==> src/rtl/asr_pkg.sv <==
// Constants and types shared by the analog-select and reset input logic
package asr_pkg;
  // ==========================================================
  // Timing
  localparam int CLK_KHZ        = 100000;
  localparam int RS_MIN_MS      = 12;
  localparam int ALARM_MAX_MS   = 30;
  localparam int PANEL_HOLD_MS  = 4000;
  localparam int DEBOUNCE_MS    = 1;
  localparam int RS_MIN_CYC     = RS_MIN_MS * CLK_KHZ;
  localparam int ALARM_MAX_CYC  = ALARM_MAX_MS * CLK_KHZ;
  localparam int PANEL_HOLD_CYC = PANEL_HOLD_MS * CLK_KHZ;
  localparam int DEBOUNCE_CYC   = DEBOUNCE_MS * CLK_KHZ;
  localparam int RESET_SEQ_CYC  = 16;
  // ==========================================================
  // Terminals and function codes
  localparam int         NUM_TERM      = 5;
  localparam int         FN_W          = 5;
  localparam int         NUM_PIN       = NUM_TERM + 2;
  localparam logic [4:0] FN_ANALOG_SEL = 5'h10;
  localparam logic [4:0] FN_RESET      = 5'h12;
  // ==========================================================
  // Register map
  localparam int         ADDR_W       = 5;
  localparam logic [4:0] REG_TERM_FUNC = 5'h00;
  localparam logic [4:0] REG_TERM_NC   = 5'h04;
  localparam logic [4:0] REG_SETTINGS  = 5'h08;
  localparam logic [4:0] REG_STATUS    = 5'h0c;
  localparam logic [4:0] REG_IRQ_STAT  = 5'h10;
  localparam logic [4:0] REG_IRQ_MASK  = 5'h14;
  // Terminal five defaults to reset so a held contact is seen at power-up
  localparam logic [24:0] TERM_FUNC_RST = 25'h1200000;
  localparam logic [4:0]  TERM_NC_RST   = 5'h00;
  localparam logic [7:0]  SETTINGS_RST  = 8'h10;
  // ==========================================================
  // Settings fields
  localparam int         SET_PAIR_LSB    = 0;
  localparam int         SET_POL_LSB     = 2;
  localparam int         SET_FSRC_LSB    = 4;
  localparam int         SET_EDGE_BIT    = 6;
  localparam int         SET_RESTART_BIT = 7;
  localparam logic [1:0] PAIR_CURRENT    = 2'h0;
  localparam logic [1:0] PAIR_VOLT2      = 2'h1;
  localparam logic [1:0] POL_UNIPOLAR    = 2'h0;
  localparam logic [1:0] FSRC_ANALOG     = 2'h1;
  // ==========================================================
  // Interrupt bits
  localparam int IRQ_W          = 4;
  localparam int IRQ_RESET_DONE = 0;
  localparam int IRQ_PANEL_ERR  = 1;
  localparam int IRQ_NC_REFUSED = 2;
  localparam int IRQ_TRIP       = 3;
  // ==========================================================
  // Types
  typedef struct packed {
    logic current;
    logic volt2;
    logic volt1;
    logic bipolar;
  } asr_analog_sel_t;
  typedef enum {ST_IDLE, ST_HELD, ST_WAIT_REL, ST_SEQ} asr_rs_state_t;
endpackage

==> src/rtl/asr_debounce.sv <==
// Two-flop synchroniser and debounce filter for terminal inputs
`timescale 1ns/1ps
module asr_debounce #(
  parameter int WIDTH = 7,
  parameter int CYC   = 100000
) (
  input  wire logic             clk,
  input  wire logic             rst_n,
  input  wire logic [WIDTH-1:0] din,
  output logic      [WIDTH-1:0] dout
);
  localparam int CW = $clog2(CYC + 1);
  logic [WIDTH-1:0] sync_q1;
  logic [WIDTH-1:0] sync_q2;
  logic [CW-1:0]    cnt [WIDTH];
  // ==========================================================
  // Synchroniser
  always_ff @(posedge clk or negedge rst_n) begin
    if (!rst_n) begin
      sync_q1 <= '0;
      sync_q2 <= '0;
    end else begin
      sync_q1 <= din;
      sync_q2 <= sync_q1;
    end
  end
  // ==========================================================
  // Stable-level filter
  always_ff @(posedge clk or negedge rst_n) begin
    if (!rst_n) begin
      dout <= '0;
      for (int i = 0; i < WIDTH; i++) begin
        cnt[i] <= '0;
      end
    end else begin
      for (int i = 0; i < WIDTH; i++) begin
        if (sync_q2[i] == dout[i]) begin
          cnt[i] <= '0;
        end else if (cnt[i] == CW'(CYC - 1)) begin
          cnt[i]  <= '0;
          dout[i] <= sync_q2[i];
        end else begin
          cnt[i] <= cnt[i] + 1'b1;
        end
      end
    end
  end
endmodule

==> src/rtl/asr_hold_timer.sv <==
// Saturating hold timer that flags a level held for a set time
`timescale 1ns/1ps
module asr_hold_timer #(
  parameter int CYC = 16
) (
  input  wire logic clk,
  input  wire logic rst_n,
  input  wire logic run,
  output logic      done
);
  localparam int CW = $clog2(CYC + 1);
  logic [CW-1:0] cnt;
  // ==========================================================
  // Counter
  always_ff @(posedge clk or negedge rst_n) begin
    if (!rst_n) begin
      cnt <= '0;
    end else if (!run) begin
      cnt <= '0;
    end else if (cnt != CW'(CYC)) begin
      cnt <= cnt + 1'b1;
    end
  end
  assign done = run && (cnt == CW'(CYC));
endmodule

==> src/rtl/asr_top.sv <==
// Analog input select and drive reset terminal logic
//
// Summary of operation
// - Either function may sit on any of five terminals via its code.
// - Select active with pair setting 00 enables the current input.
// - Select active with pair setting 01 enables second voltage pair.
// - Select inactive always uses the primary voltage pair.
// - Polarity setting decides whether the analog signal is bipolar.
// - Current input is never bipolar; direction from command inputs.
// - Reset turns motor output off, clears trip, applies power-up reset.
// - Reset runs only after the contact stays on for the minimum pulse time.
// - Alarm output drops within 30 ms of reset onset.
// - Motor restarts at once if run is active and the contact is off when reset completes.
// - Edge setting picks leading or trailing reset edge as active.
// - Reset terminal accepts normally-open polarity only.
// - Power-up performs the same reset operation as a reset pulse.
// - Reset held over 4 s from power-up flags panel error, no fault.
// - Panel error clears after reset release then an operator key.
`timescale 1ns/1ps
module asr_top
  import asr_pkg::*;
#(
  parameter int DEBOUNCE_CYCLES = asr_pkg::DEBOUNCE_CYC,
  parameter int RS_MIN_CYCLES   = asr_pkg::RS_MIN_CYC,
  parameter int ALARM_CYCLES    = asr_pkg::ALARM_MAX_CYC,
  parameter int PANEL_CYCLES    = asr_pkg::PANEL_HOLD_CYC,
  parameter int SEQ_CYCLES      = asr_pkg::RESET_SEQ_CYC
) (
  input  wire logic                            CLK,
  input  wire logic                            RST_N,
  input  wire logic [asr_pkg::NUM_TERM-1:0]    TERM_IN,
  input  wire logic                            FWD_CMD_IN,
  input  wire logic                            REV_CMD_IN,
  input  wire logic                            RUN_CMD,
  input  wire logic                            TRIP_EVENT,
  input  wire logic                            ANALOG_NEG,
  input  wire logic                            KEY_PRESS,
  input  wire logic [asr_pkg::ADDR_W-1:0]      ADDR,
  input  wire logic [31:0]                     WDATA,
  input  wire logic                            WR,
  input  wire logic                            RD,
  output logic      [31:0]                     RDATA,
  output asr_pkg::asr_analog_sel_t             ANALOG_SEL,
  output logic                                 ANALOG_FREQ_SRC,
  output logic                                 DIR_REVERSE,
  output logic                                 MOTOR_EN,
  output logic                                 TRIP,
  output logic                                 ALARM,
  output logic                                 DRIVE_RESET,
  output logic                                 RESTART,
  output logic                                 RESTART_MATCH,
  output logic                                 PANEL_ERR,
  output logic                                 IRQ
);
  import asr_pkg::*;

  // ==========================================================
  // Reset release
  logic rst_q1;
  logic rst_n;
  always_ff @(posedge CLK or negedge RST_N) begin
    if (!RST_N) begin
      rst_q1 <= 1'b0;
      rst_n  <= 1'b0;
    end else begin
      rst_q1 <= 1'b1;
      rst_n  <= rst_q1;
    end
  end

  // ==========================================================
  // Helpers
  function automatic logic [NUM_TERM-1:0] term_match(
    input logic [NUM_TERM*FN_W-1:0] funcs,
    input logic [FN_W-1:0]          code
  );
    logic [NUM_TERM-1:0] m;
    m = '0;
    for (int i = 0; i < NUM_TERM; i++) begin
      m[i] = (funcs[i*FN_W +: FN_W] == code);
    end
    return m;
  endfunction

  // ==========================================================
  // Registers and state
  logic [NUM_TERM*FN_W-1:0] term_func;
  logic [NUM_TERM-1:0]      term_nc;
  logic [7:0]               settings;
  logic [IRQ_W-1:0]         irq_stat;
  logic [IRQ_W-1:0]         irq_mask;
  logic [IRQ_W-1:0]         irq_ev;
  asr_rs_state_t            state;
  asr_rs_state_t            next_state;
  logic [7:0]               seq_cnt;
  logic                     pu_window;
  logic [NUM_PIN-1:0]       pin_db;
  logic [NUM_TERM-1:0]      at_mask;
  logic [NUM_TERM-1:0]      rs_mask;
  logic [NUM_TERM-1:0]      nc_eff;
  logic [NUM_TERM-1:0]      lvl;
  logic                     at_on;
  logic                     rs_on;
  logic                     fwd_on;
  logic                     rev_on;
  logic                     qual_done;
  logic                     panel_done;
  logic                     pins_settled;
  logic                     seq_end;
  logic                     alarm_clr;
  logic                     nc_refused;
  logic [1:0]               pair;
  logic [1:0]               pol;
  logic                     use_current;
  logic                     wr_nc;

  // ==========================================================
  // Terminal conditioning
  asr_debounce #(
    .WIDTH (NUM_PIN),
    .CYC   (DEBOUNCE_CYCLES)
  ) u_debounce (
    .clk   (CLK),
    .rst_n (rst_n),
    .din   ({REV_CMD_IN, FWD_CMD_IN, TERM_IN}),
    .dout  (pin_db)
  );

  assign at_mask = term_match(term_func, FN_ANALOG_SEL);
  assign rs_mask = term_match(term_func, FN_RESET);
  assign nc_eff  = term_nc & ~rs_mask;
  assign lvl     = pin_db[NUM_TERM-1:0] ^ nc_eff;
  assign at_on   = |(lvl & at_mask);
  assign rs_on   = |(lvl & rs_mask);
  assign fwd_on  = pin_db[NUM_TERM];
  assign rev_on  = pin_db[NUM_TERM+1];
  assign pair    = settings[SET_PAIR_LSB +: 2];
  assign pol     = settings[SET_POL_LSB +: 2];
  assign use_current = at_on && (pair == PAIR_CURRENT);

  // ==========================================================
  // Analog pair and polarity selection
  always_ff @(posedge CLK or negedge rst_n) begin
    if (!rst_n) begin
      ANALOG_SEL      <= '0;
      ANALOG_FREQ_SRC <= 1'b0;
      DIR_REVERSE     <= 1'b0;
    end else begin
      ANALOG_SEL.current <= use_current;
      ANALOG_SEL.volt2   <= at_on && (pair == PAIR_VOLT2);
      ANALOG_SEL.volt1   <= !at_on || ((pair != PAIR_CURRENT) &&
                            (pair != PAIR_VOLT2));
      ANALOG_SEL.bipolar <= !use_current &&
                            (pol != POL_UNIPOLAR);
      ANALOG_FREQ_SRC    <= settings[SET_FSRC_LSB +: 2] ==
                            FSRC_ANALOG;
      if (!use_current && (pol != POL_UNIPOLAR)) begin
        DIR_REVERSE <= ANALOG_NEG;
      end else begin
        DIR_REVERSE <= rev_on && !fwd_on;
      end
    end
  end

  // ==========================================================
  // Reset pulse qualification
  asr_hold_timer #(
    .CYC   (RS_MIN_CYCLES)
  ) u_qual (
    .clk   (CLK),
    .rst_n (rst_n),
    .run   ((state == ST_HELD) && rs_on),
    .done  (qual_done)
  );

  assign seq_end   = (state == ST_SEQ) &&
                     (seq_cnt == 8'(SEQ_CYCLES - 1));
  assign alarm_clr = (state == ST_HELD) && qual_done;

  always_comb begin
    next_state = state;
    case (state)
      ST_IDLE: begin
        if (rs_on) begin
          next_state = ST_HELD;
        end
      end
      ST_HELD: begin
        if (!rs_on) begin
          next_state = ST_IDLE;
        end else if (qual_done) begin
          if (!settings[SET_EDGE_BIT]) begin
            next_state = ST_SEQ;
          end else begin
            next_state = ST_WAIT_REL;
          end
        end
      end
      ST_WAIT_REL: begin
        if (!rs_on) begin
          if (settings[SET_EDGE_BIT]) begin
            next_state = ST_SEQ;
          end else begin
            next_state = ST_IDLE;
          end
        end
      end
      ST_SEQ: begin
        if (seq_end) begin
          next_state = rs_on ? ST_WAIT_REL : ST_IDLE;
        end
      end
      default: begin
        next_state = ST_IDLE;
      end
    endcase
  end

  // Power-up starts in the reset sequence
  always_ff @(posedge CLK or negedge rst_n) begin
    if (!rst_n) begin
      state <= ST_SEQ;
    end else begin
      state <= next_state;
    end
  end

  always_ff @(posedge CLK or negedge rst_n) begin
    if (!rst_n) begin
      seq_cnt <= 8'h00;
    end else if (state == ST_SEQ && !seq_end) begin
      seq_cnt <= seq_cnt + 8'h01;
    end else begin
      seq_cnt <= 8'h00;
    end
  end

  // ==========================================================
  // Drive state outputs
  always_ff @(posedge CLK or negedge rst_n) begin
    if (!rst_n) begin
      TRIP        <= 1'b0;
      ALARM       <= 1'b0;
      DRIVE_RESET <= 1'b0;
      MOTOR_EN    <= 1'b0;
      RESTART     <= 1'b0;
    end else begin
      if (TRIP_EVENT) begin
        TRIP <= 1'b1;
      end else if (state == ST_SEQ) begin
        TRIP <= 1'b0;
      end
      if (TRIP_EVENT) begin
        ALARM <= 1'b1;
      end else if (alarm_clr || state == ST_SEQ) begin
        ALARM <= 1'b0;
      end
      DRIVE_RESET <= (next_state == ST_SEQ);
      MOTOR_EN    <= RUN_CMD && !TRIP && !TRIP_EVENT && !rs_on &&
                     (next_state != ST_SEQ);
      RESTART     <= seq_end && RUN_CMD;
    end
  end

  assign RESTART_MATCH = settings[SET_RESTART_BIT];

  // ==========================================================
  // Reset held from power-up
  asr_hold_timer #(
    .CYC   (PANEL_CYCLES)
  ) u_panel (
    .clk   (CLK),
    .rst_n (rst_n),
    .run   (pu_window && rs_on),
    .done  (panel_done)
  );

  // Pins settle before the power-up hold window may close
  asr_hold_timer #(
    .CYC   (DEBOUNCE_CYCLES + 3)
  ) u_settle (
    .clk   (CLK),
    .rst_n (rst_n),
    .run   (rst_n),
    .done  (pins_settled)
  );

  always_ff @(posedge CLK or negedge rst_n) begin
    if (!rst_n) begin
      pu_window <= 1'b1;
      PANEL_ERR <= 1'b0;
    end else begin
      if (pins_settled && !rs_on) begin
        pu_window <= 1'b0;
      end
      if (panel_done) begin
        PANEL_ERR <= 1'b1;
      end else if (!rs_on && KEY_PRESS) begin
        PANEL_ERR <= 1'b0;
      end
    end
  end

  // ==========================================================
  // Register bus
  assign wr_nc      = WR && (ADDR == REG_TERM_NC);
  assign nc_refused = wr_nc &&
                      |(WDATA[NUM_TERM-1:0] & rs_mask);

  always_ff @(posedge CLK or negedge rst_n) begin
    if (!rst_n) begin
      term_func <= TERM_FUNC_RST;
      term_nc   <= TERM_NC_RST;
      settings  <= SETTINGS_RST;
      irq_mask  <= '0;
    end else if (WR) begin
      case (ADDR)
        REG_TERM_FUNC: term_func <= WDATA[NUM_TERM*FN_W-1:0];
        REG_TERM_NC:   term_nc   <= WDATA[NUM_TERM-1:0] & ~rs_mask;
        REG_SETTINGS:  settings  <= WDATA[7:0];
        REG_IRQ_MASK:  irq_mask  <= WDATA[IRQ_W-1:0];
        default: begin
        end
      endcase
    end
  end

  always_ff @(posedge CLK or negedge rst_n) begin
    if (!rst_n) begin
      RDATA <= 32'h00000000;
    end else if (RD) begin
      case (ADDR)
        REG_TERM_FUNC: RDATA <= 32'(term_func);
        REG_TERM_NC:   RDATA <= 32'(term_nc);
        REG_SETTINGS:  RDATA <= 32'(settings);
        REG_STATUS:    RDATA <= 32'({PANEL_ERR, ALARM, TRIP,
                                     (state == ST_SEQ), rs_on, at_on,
                                     ANALOG_SEL});
        REG_IRQ_STAT:  RDATA <= 32'(irq_stat);
        REG_IRQ_MASK:  RDATA <= 32'(irq_mask);
        default:       RDATA <= 32'h00000000;
      endcase
    end else begin
      RDATA <= 32'h00000000;
    end
  end

  // ==========================================================
  // Interrupts
  always_comb begin
    irq_ev                 = '0;
    irq_ev[IRQ_RESET_DONE] = seq_end;
    irq_ev[IRQ_PANEL_ERR]  = panel_done && !PANEL_ERR;
    irq_ev[IRQ_NC_REFUSED] = nc_refused;
    irq_ev[IRQ_TRIP]       = TRIP_EVENT;
  end

  always_ff @(posedge CLK or negedge rst_n) begin
    if (!rst_n) begin
      irq_stat <= '0;
      IRQ      <= 1'b0;
    end else begin
      if (WR && ADDR == REG_IRQ_STAT) begin
        irq_stat <= (irq_stat & ~WDATA[IRQ_W-1:0]) | irq_ev;
      end else begin
        irq_stat <= irq_stat | irq_ev;
      end
      IRQ <= |(irq_stat & irq_mask);
    end
  end

  // ==========================================================
  // Checks
  int alarm_cnt;
  always_ff @(posedge CLK or negedge rst_n) begin
    if (!rst_n) begin
      alarm_cnt <= 0;
    end else if (state == ST_HELD && ALARM) begin
      alarm_cnt <= alarm_cnt + 1;
    end else begin
      alarm_cnt <= 0;
    end
  end

  sel_current_a: assert property (
    @(posedge CLK) disable iff (!rst_n)
    (at_on && pair == PAIR_CURRENT) |=>
      (ANALOG_SEL.current && !ANALOG_SEL.volt1 && !ANALOG_SEL.volt2))
    else $error("current pair not selected");
  sel_volt2_a: assert property (
    @(posedge CLK) disable iff (!rst_n)
    (at_on && pair == PAIR_VOLT2) |=>
      (ANALOG_SEL.volt2 && !ANALOG_SEL.current && !ANALOG_SEL.volt1))
    else $error("second voltage pair not selected");
  sel_primary_a: assert property (
    @(posedge CLK) disable iff (!rst_n)
    !at_on |=> (ANALOG_SEL.volt1 && !ANALOG_SEL.volt2 &&
                !ANALOG_SEL.current))
    else $error("primary pair not selected");
  bipolar_set_a: assert property (
    @(posedge CLK) disable iff (!rst_n)
    (!use_current && pol != POL_UNIPOLAR) |=> ANALOG_SEL.bipolar)
    else $error("bipolar not applied");
  current_unipolar_a: assert property (
    @(posedge CLK) disable iff (!rst_n)
    use_current |=> (!ANALOG_SEL.bipolar &&
                     DIR_REVERSE == $past(rev_on && !fwd_on)))
    else $error("current input treated as bipolar");
  motor_off_a: assert property (
    @(posedge CLK) disable iff (!rst_n)
    (rs_on || (state == ST_SEQ && !seq_end)) |=> !MOTOR_EN)
    else $error("motor on during reset");
  short_pulse_a: assert property (
    @(posedge CLK) disable iff (!rst_n)
    (state == ST_HELD && !rs_on) |=> (state == ST_IDLE && !DRIVE_RESET))
    else $error("short pulse not rejected");
  alarm_time_a: assert property (
    @(posedge CLK) disable iff (!rst_n)
    alarm_cnt < ALARM_CYCLES)
    else $error("alarm held too long after reset");
  restart_now_a: assert property (
    @(posedge CLK) disable iff (!rst_n)
    (seq_end && RUN_CMD && !rs_on && !TRIP_EVENT) |=> RESTART ##1 MOTOR_EN)
    else $error("no restart after reset");
  panel_err_a: assert property (
    @(posedge CLK) disable iff (!rst_n)
    $rose(PANEL_ERR) |-> ($past(pu_window) && !TRIP))
    else $error("panel error outside power-up hold");
endmodule

==> config.mk <==
export PLATFORM = sky130hd
export DESIGN_NAME = asr_top
export DESIGN_NICKNAME = d
export VERILOG_FILES = /design/src/rtl/asr_pkg.sv /design/src/rtl/asr_debounce.sv /design/src/rtl/asr_hold_timer.sv /design/src/rtl/asr_top.sv
export SDC_FILE = /design/constraint.sdc
export NUM_CORES = 1
export LEC_CHECK = 0
export BUFFER_PORTS_ARGS = -buffer_cell sky130_fd_sc_hd__buf_2
export CORE_ASPECT_RATIO = 0.75
export CORE_MARGIN = 2
export CORE_UTILIZATION = 40
export DETAILED_ROUTE_END_ITERATION = 12
export PLACE_DENSITY = 0.59
export SLEW_MARGIN = 20
export SYNTH_ARGS = -nofsm -noshare
export SYNTH_HDL_FRONTEND = slang
export SYNTH_SLANG_ARGS = --single-unit
==> constraint.sdc <==
create_clock -name CLK -period 13.2 [get_ports CLK]
set_clock_uncertainty 0.15 [all_clocks]
set_input_delay 0 -clock CLK [delete_from_list [all_inputs] [get_ports CLK]]
set_output_delay 0 -clock CLK [all_outputs]
set_load 0.05 [all_outputs]
==> run summary, run 1 <==
The run finished with clean final reports. For this run, the top clock speed supported by timing is 0.307 GHz. The internal power of the cells is 1.73 mW. The count of nets left with antenna violations once routing finished came out at 0. The repair_antennas step left the layout with diodes totalling 0. The placed cell area is 0.0159 mm². After layout, the minimum clock period comes to 3.25 ns. The post-synthesis async set-or-reset flop share is 1.00. The total number of placement rows came out at 61. The number of maximum-capacitance violations is 0. The setup TNS after final layout is 0 ns. The startpoint type of the worst setup path is a register. The global-route met2 utilization is 0.254. Setup repair after global routing left no endpoint under its margin.

The final global-route overflow total is 0. The die is 171 µm tall. The tightest min-delay check is of the in -> reg type. The total routing usage reported by global routing is 0.166.

The routed via count came out at 10200. The worst-case setup margin in the final layout came out at 9.95 ns. The area of the die came out at 0.0388 mm².

The switching component of the power came out at 0.551 mW. 98 I/O pins were placed. The worst max-slew margin expressed relative to the limit came out at 0.283. In the routed design, unresolved DRC markers number 0. The count of synthesis-stage warnings from yosys is 0. Of the total power, registers draw 0.488. Summed over all cells, the static leakage comes to 7.76 nW. The CTS H-tree depth is 2.

The design area is 0.0177 mm². The share of synthesized area occupied by flip-flops and latches is 0.562. In this run the most used layer during global routing was met2. Wires add up to 31200 µm.

The hold buffer count at CTS is 55. The share of total power dissipated in combinational logic is 0.069. The critical path data required time came out at 13.47 ns. Leaving out fill and tap cells, the most frequent cells in the layout are dfrtp_1 (327), nor2_1 (244), xor2_1 (109). The final design utilization is 0.480. In this run the deepest clock path goes through 3 buffers. Data on the critical path arrives at its endpoint at 3.52 ns. The first-iteration detailed-routing DRC count is 660. The overall die width is 227 µm.

Of the total power, the share spent switching nets is 0.241. The number of antenna violations at the first check in global routing was 0. The final worst-path cycle share is 0.247. The count of clock tree sinks is 334. The global-route track usage on met3 came out at 0.0264. In the synthesized netlist the dominant register cell turns out to be dfrtp_1. The number of setup buffers added after CTS is 0. For this run, the post-layout net count is 1614.

The pin count of the biggest net entering global routing came out at 157. Leaving out fill and tap cells, the most frequent cell in the layout is dfrtp_1. Relative to the synthesized area, the layout overhead comes to 18.7%.

The largest fanout on the critical path came out at 30. Setup violations remaining at the end of the flow were counted as 0. The mapped netlist covers 0.0149 mm².

The worst hold margin came out at 0.0567 ns. The cell area power density is 129 mW/mm². The number of fill cells is 3407.

The portion of total power attributed to the clock network came out at 0.443. The core region is 0.0369 mm². The routed length per placed instance is 15.0 µm. The worst setup path is captured at a register. Routability-driven placement finished with a final weighted congestion of 0.790. The number of buffers inserted during clock tree synthesis is 35. The first global-routing pass estimated 51800 µm of wire. The ratio of cells with drive above 1 in the final layout is 0.149. The register clock-pin slew on the reported worst setup and hold paths is 0.07 ns. CTS placed an instance of clkbuf_16 at the clock tree root. The pre-CTS setup slack came out at 9.87 ns. The synthesized design contains 0 enable-type register cells. For this run, global-route usage on met1 was measured as 0.247. The count of input and output buffers is 83. The number of detailed-route iterations in the first pass is 5. The number of cells upsized or downsized after cts came out at 0. The final-report hold violation count came to 0. The number of instances in the synthesized netlist is 1369. The flip-flop and latch count after synthesis is 334.

The via count of the first global-routing pass is 9792. The clock network latency to the later pin of the worst-skew pair came out at 0.52 ns. TritonCTS built the clock tree. The detailed placer's ending HPWL is 21000 µm. A synthesized cell averages 10.9 µm². The number of different library cells used by synthesis comes to 72.

The critical setup path kind is reg -> reg. The via density per instance is 4.92. At the pin with the least slew margin, the transition time is 1.07 ns. The initial cell density of the core is 0.404. The largest vdd supply drop is 0.000144 V. The max-slew violation count is 0.
## synth_stat cells (3+ instances only)
library cell / instances / area [µm²]
a21o_1: 3 / 22.5
a21oi_1: 12 / 60.1
a222oi_1: 6 / 60.1
a22o_1: 3 / 26.3
a22oi_1: 5 / 37.5
a31oi_1: 4 / 25.0
and2_1: 8 / 50.1
and3_1: 33 / 206
and4_1: 19 / 166
buf_2: 7 / 35.0
buf_4: 8 / 60.1
clkbuf_1: 18 / 67.6
dfrtp_1: 328 / 8210
dfstp_2: 6 / 158
ha_1: 13 / 163
inv_1: 36 / 135
mux2_2: 26 / 293
mux2_4: 20 / 300
mux2i_1: 3 / 30.0
nand2_1: 101 / 379
nand2b_1: 7 / 43.8
nand3_1: 75 / 375
nand4_1: 57 / 357
nor2_1: 244 / 916
nor2b_1: 7 / 43.8
nor3_1: 22 / 110
nor3_2: 3 / 30.0
nor3b_1: 3 / 22.5
nor4_1: 21 / 131
nor4b_1: 8 / 70.1
nor4b_2: 4 / 60.1
o21a_1: 3 / 22.5
o21ai_0: 10 / 50.1
or2_2: 10 / 62.6
or3_1: 4 / 25.0
or4_1: 5 / 37.5
xnor2_1: 75 / 657
xor2_1: 109 / 955
## logic make-up after synthesis
kind of cell,after synthesis,share of synthesized area
compound gates,65,0.0321
xor+xnor,184,0.108
fa+ha+maj,13,0.0109
buf+inv,71,0.0215
flops,334,0.562
mux,50,0.0433
other cells,2,0.000504
simple gates,650,0.222
## power groups by stage
stage | Clock [mW] | Combinational (mW) | Sequential (mW)
2_1_floorplan | 0 | 0.0804 | 1.15
3_3_place_gp | 0 | 0.146 | 1.13
3_5_place_dp | 0 | 0.147 | 1.13
4_1_cts | 1.04 | 0.161 | 1.11
5_1_grt | 1.09 | 0.175 | 1.12
6_report | 1.01 | 0.158 | 1.12
## sequential cells by signal (all words and copies together), names as in the netlist, 4 cells and up
| register | cells |
|---|---|
| state | 32 |
| seq_cnt | 8 |
| u_debounce.cnt | 119 |
| term_func | 25 |
| u_debounce.sync_q1 | 7 |
| u_panel.cnt | 29 |
| u_qual.cnt | 21 |
| u_debounce.sync_q2 | 7 |
| term_nc | 5 |
| irq_stat | 4 |
| RDATA | 25 |
| u_settle.cnt | 17 |
| ANALOG_SEL | 4 |
| u_debounce.dout | 7 |
| settings | 8 |
| irq_mask | 4 |
## per-stage QoR
step                power (mW)  instances
detailed placement        1.28       1961
floorplan                 1.23       1405
CTS                       2.31       2079
global route              2.38       2079
global placement          1.28       1961
finish                    2.29       2079
## metal layers
layer / up-vias / wire (µm)
met2: 164 / 14000
met5: - / 0
met1: 5008 / 15500
li1: 5010 / -
met3: 43 / 1190
met4: 0 / 506
## critical path, cell delays in order, from the launching register on
cell and delay, ns:
dfstp_2 0.54, nor4b_1 0.68, nand3_1 0.36, nand3_2 0.32, nand2_1 0.68, o31ai_2 0.42
## final timing paths
| kind | from | end | slack, ns | cells after the start |
|---|---|---|---|---|
| setup reg to reg | term_func[24]$_DFFE_PN1P_ | irq_stat[1]$_DFF_PN0_ | 9.95 | 5 |
| setup / recovery | term_func[24]$_DFFE_PN1P_ | irq_stat[1]$_DFF_PN0_ | 9.95 | 5 |
| max in group asynchronous | rst_n$_DFF_PN0_ | term_func[10]$_DFFE_PN0P_ | 10.47 | 2 |
| hold / removal | ADDR[1] | RDATA[5]$_DFF_PN0_ | 0.06 | 4 |
| hold reg to reg | rst_n$_DFF_PN0_ | u_debounce.cnt[60]$_DFF_PN0_ | 0.20 | 0 |
| min in group asynchronous | RST_N | rst_n$_DFF_PN0_ | 0.17 | 3 |
## area by class of cell
cell class | count | area (µm²) | area share
well taps | 504 | 631 | 0.0357
multi-input cells | 1000 | 6350 | 0.359
repair buffers | 142 | 1010 | 0.0570
clock buffers | 43 | 988 | 0.0559
clock inverters | 20 | 198 | 0.0112
flip-flops and latches | 334 | 8370 | 0.473
inverters | 36 | 135 | 0.00764
Note: power is estimated with default switching activity, not from simulation.
==> run 2, diff against run 1 <==
- ABC_AREA: not set -> 1
- PLACE_DENSITY: 0.59 -> 0.61
- clock period: 13.2 -> 2.9 ns (I/O delays scaled with it)
==> run summary, run 2 <==
The count of pins on the block boundary is 98. At the worst endpoint, the arrival time is 2.95 ns. The endpoint identified for the worst register-to-register timing path is term_nc[4]$_DFFE_PN0P_. Counting the buffers created by CTS gives 37.

The number of detailed-route iterations in the first pass came out at 5. The final worst-path cycle share is 0.911. The path category of the worst min-delay check is in -> reg. Compared with the post-synthesis result, the final layout area differs by 20.5%.

The count of unique library cells instantiated by Yosys came out at 46. Measured along the y axis, the die boundary spans 174 µm. The routed length per placed instance is 14.1 µm.

The total routing usage reported by global routing is 0.182. The largest vdd supply drop came out at 0.000505 V. Averaged over all synthesized cells, the footprint is 8.64 µm². The critical path data required time came out at 3.21 ns. The flip-flop count of the largest register after layout came out at 119. The count of input and output buffers is 83.

The worst hold path begins at WDATA[13]. The final wirelength is 35700 µm. Measured in cells, the most critical reg-to-reg path has a length of 8.

After the last flow step, the layout net total stands at 2064. The detailed router placed 12500 vias in this run. The number of setup buffers added after CTS is 0. The analysis attributes to cell leakage a power of 8.45 nW. The number of maximum-capacitance violations is 0. The time the worst path needs with I/O delays and setup came out at 2.64 ns. Counting every instance in the synthesized netlist gives 1784. The critical path starts at ADDR[1].

Measured on the finished design, the core utilization comes to 0.487. The register containing the most flip-flops in the final layout is u_debounce.cnt. After clock tree synthesis, the clock-pin slew on the worst setup and hold paths is 0.06 ns. The count of synthesis-stage warnings from yosys is 0. The ratio of cells with drive above 1 in the final layout is 0.114.

The post-detailed-route count of antenna-violating nets is 0. The global-route wire length before repair came out at 59800 µm. The area of the die is 0.0402 mm². The peak per-stage delay on the critical path is 0.57 ns.

The most used flip-flop cell after synthesis is dfrtp_1. The path with the worst hold slack has its endpoint at term_func[13]$_DFFE_PN0P_. The core box area is 0.0382 mm². The initial cell density of the core is 0.404. After global routing the overflow that remains totals 0. By instance count, the cell type seen most on the critical path is dlygate4sd3_1. The first-iteration detailed-routing DRC count is 789. The largest fanout on the critical path is 11. The via density per instance is 4.91. The share of synthesized area in the top cell type comes to 0.532. Setup repair after global routing left no endpoint under its margin. The last weighted congestion value of the routability-driven placer came out at 0.871.

The H-tree was split into 2 levels. Static timing analysis puts the maximum clock frequency at 0.379 GHz. The worst max-slew margin expressed relative to the limit came out at 0.464. The largest registers in the layout are u_debounce.cnt x119, state x32, u_panel.cnt x29. In the post-synthesis netlist, the biggest area contributors are dfrtp_1 (53%), nand2_1 (7.1%), inv_1 (6.2%). The clock network latency to the later pin of the worst-skew pair is 0.53 ns. The cell area power density came out at 582 mW/mm². For this run, asynchronously set or reset flops after synthesis account for 1.00.

The worst-case clock buffer depth is 3. By instance count, the leading cell after synthesis is dfrtp_1. The flip-flop and latch count after synthesis is 334.

The run finished with clean final reports. The most frequent standard cell in the layout excluding fill and tap cells is dfrtp_1. In the synthesized netlist, the cells that appear most often are dfrtp_1 (328), nand2_1 (291), inv_1 (256). The number of antenna violations at the first check in global routing came out at 0. The root buffer cell is clkbuf_16. The worst register-to-register path begins at term_func[23]$_DFFE_PN0P_. The critical setup path kind is in -> reg. In this run the horizontal extent of the chip is 231 µm. The total number of placement rows is 62. The number of remaining DRC errors is 0. STA classifies the critical path startpoint as an input pin. The largest total area in the synthesized netlist belongs to dfrtp_1. The signal on the critical path passes through dlygate4sd3_1 > buf_2 > nor2_1 > nand2_1 > inv_1 > nand2_1 > nor2_2 > nand3_1 > dlygate4sd3_1 > o21ai_0 > dlygate4sd3_1. The cell depth of the worst hold path is 3.

The via count of the first global-routing pass came out at 11900. The largest individual stage delay along the critical path comes from the cell dlygate4sd3_1. The count of clock tree sinks is 334. The post-route total power is 10.8 mW. The measured slew at the worst slew-check pin came out at 0.801 ns. Leaving out fill and tap cells, the most frequent cells in the layout are dfrtp_1 (327), nand2_1 (291), inv_1 (256). The worst setup path is captured at a register.

Summed over all nets, the half-perimeter wirelength after detailed placement is 25700 µm. Yosys mapped a number of flops with a built-in enable equal to 0. The area of the mapped netlist is 0.0154 mm².

The number of fill cells came out at 3606. The final-report hold violation count is 0. The number of antenna diodes in the final layout is 0.

Setup violations remaining at the end of the flow were counted as 0. TritonCTS built the clock tree. For this run, the register share of the synthesized area comes to 0.543. The max-slew violation count is 0.

The pin count of the biggest net entering global routing is 58. The reg-to-reg setup timing slack came out at 0.41 ns.
run 2: cell types whose count changed after synthesis, sizes merged, moves of 32 or more:
cell	change
xnor2	-67
mux2	-32
o21ai	+94
inv	+222
a21oi	+103
nor3	+32
nand2	+191
nor2	+33
xor2	-75
run 2: area by class of cell:
type	count	area, µm²	share of cell area
multi-input cells	1207	6110	0.329
well taps	512	641	0.0345
inverters	258	968	0.0521
repair buffers	161	1200	0.0645
flip-flops and latches	334	8370	0.450
clock buffers	54	1110	0.0599
clock inverters	11	184	0.00990
run 2: worst max path at each step:
stage | slack, ns | end | cells past startpoint
final | 0.26 | term_nc[4]$_DFFE_PN0P_ | 11
after detailed placement | 0.71 | u_debounce.cnt[99]$_DFF_PN0_ | 8
after global routing | 0.03 | term_nc[1]$_DFFE_PN0P_ | 11
after global placement | 0.74 | u_qual.cnt[10]$_DFFE_PN0N_ | 10
after CTS | 0.15 | term_nc[1]$_DFFE_PN0P_ | 11
after floorplan | -0.81 | u_settle.cnt[0]$_DFFE_PN0P_ | 3
run 2: kinds of logic after synthesis:
group,synth area share
muxes,0.0102
xor gates and xnor gates,0.0239
AOI/OAI and AO/OA,0.0944
other,0.000487
buffers and inverters,0.0703
DFF,0.543
adders and majority gates,0.0105
and+or+nand+nor,0.248
run 2: power by group:
group | switching [mW] | internal [mW]
combinational | 0.533 | 0.272
sequential | 0.172 | 4.88
clock | 1.86 | 3.10
total | 2.57 | 8.25
run 2: worst max-delay path: cells and delay by family:
| kind | cells | cell delay [ns] |
|---|---|---|
| AOI/OAI and AO/OA | 1 | 0.08 |
| and+or+nand+nor | 5 | 0.97 |
| buffers and inverters | 5 | 1.90 |
run 2: what timing repair did:
action                     CTS  global route
hold buffers                64             0
setup endpoints to repair    0             4
resized for setup            0             1
hold endpoints to repair    77             0
run 2: routing by layer:
metal | track usage | vias to the layer above | routed length, µm
li1 | - | 6253 | -
met1 | 0.270 | 5881 | 17500
met2 | 0.279 | 283 | 15700
met3 | 0.0318 | 35 | 2000
met4 | 0.0379 | 0 | 505
met5 | 0 | - | 0
run 2: through the flow:
stage	hold slack, ns	cell area, µm²	setup WS [ns]	instances	setup TNS [ns]
6_report	0.107	18600	0.259	2537	0
4_1_cts	0.0939	18600	0.148	2537	0
3_3_place_gp	-0.359	16600	0.739	2408	0
5_1_grt	0.103	18600	0.0323	2537	0
3_5_place_dp	-0.358	16600	0.713	2408	0
2_1_floorplan	-0.446	15600	-0.813	1820	-201.87
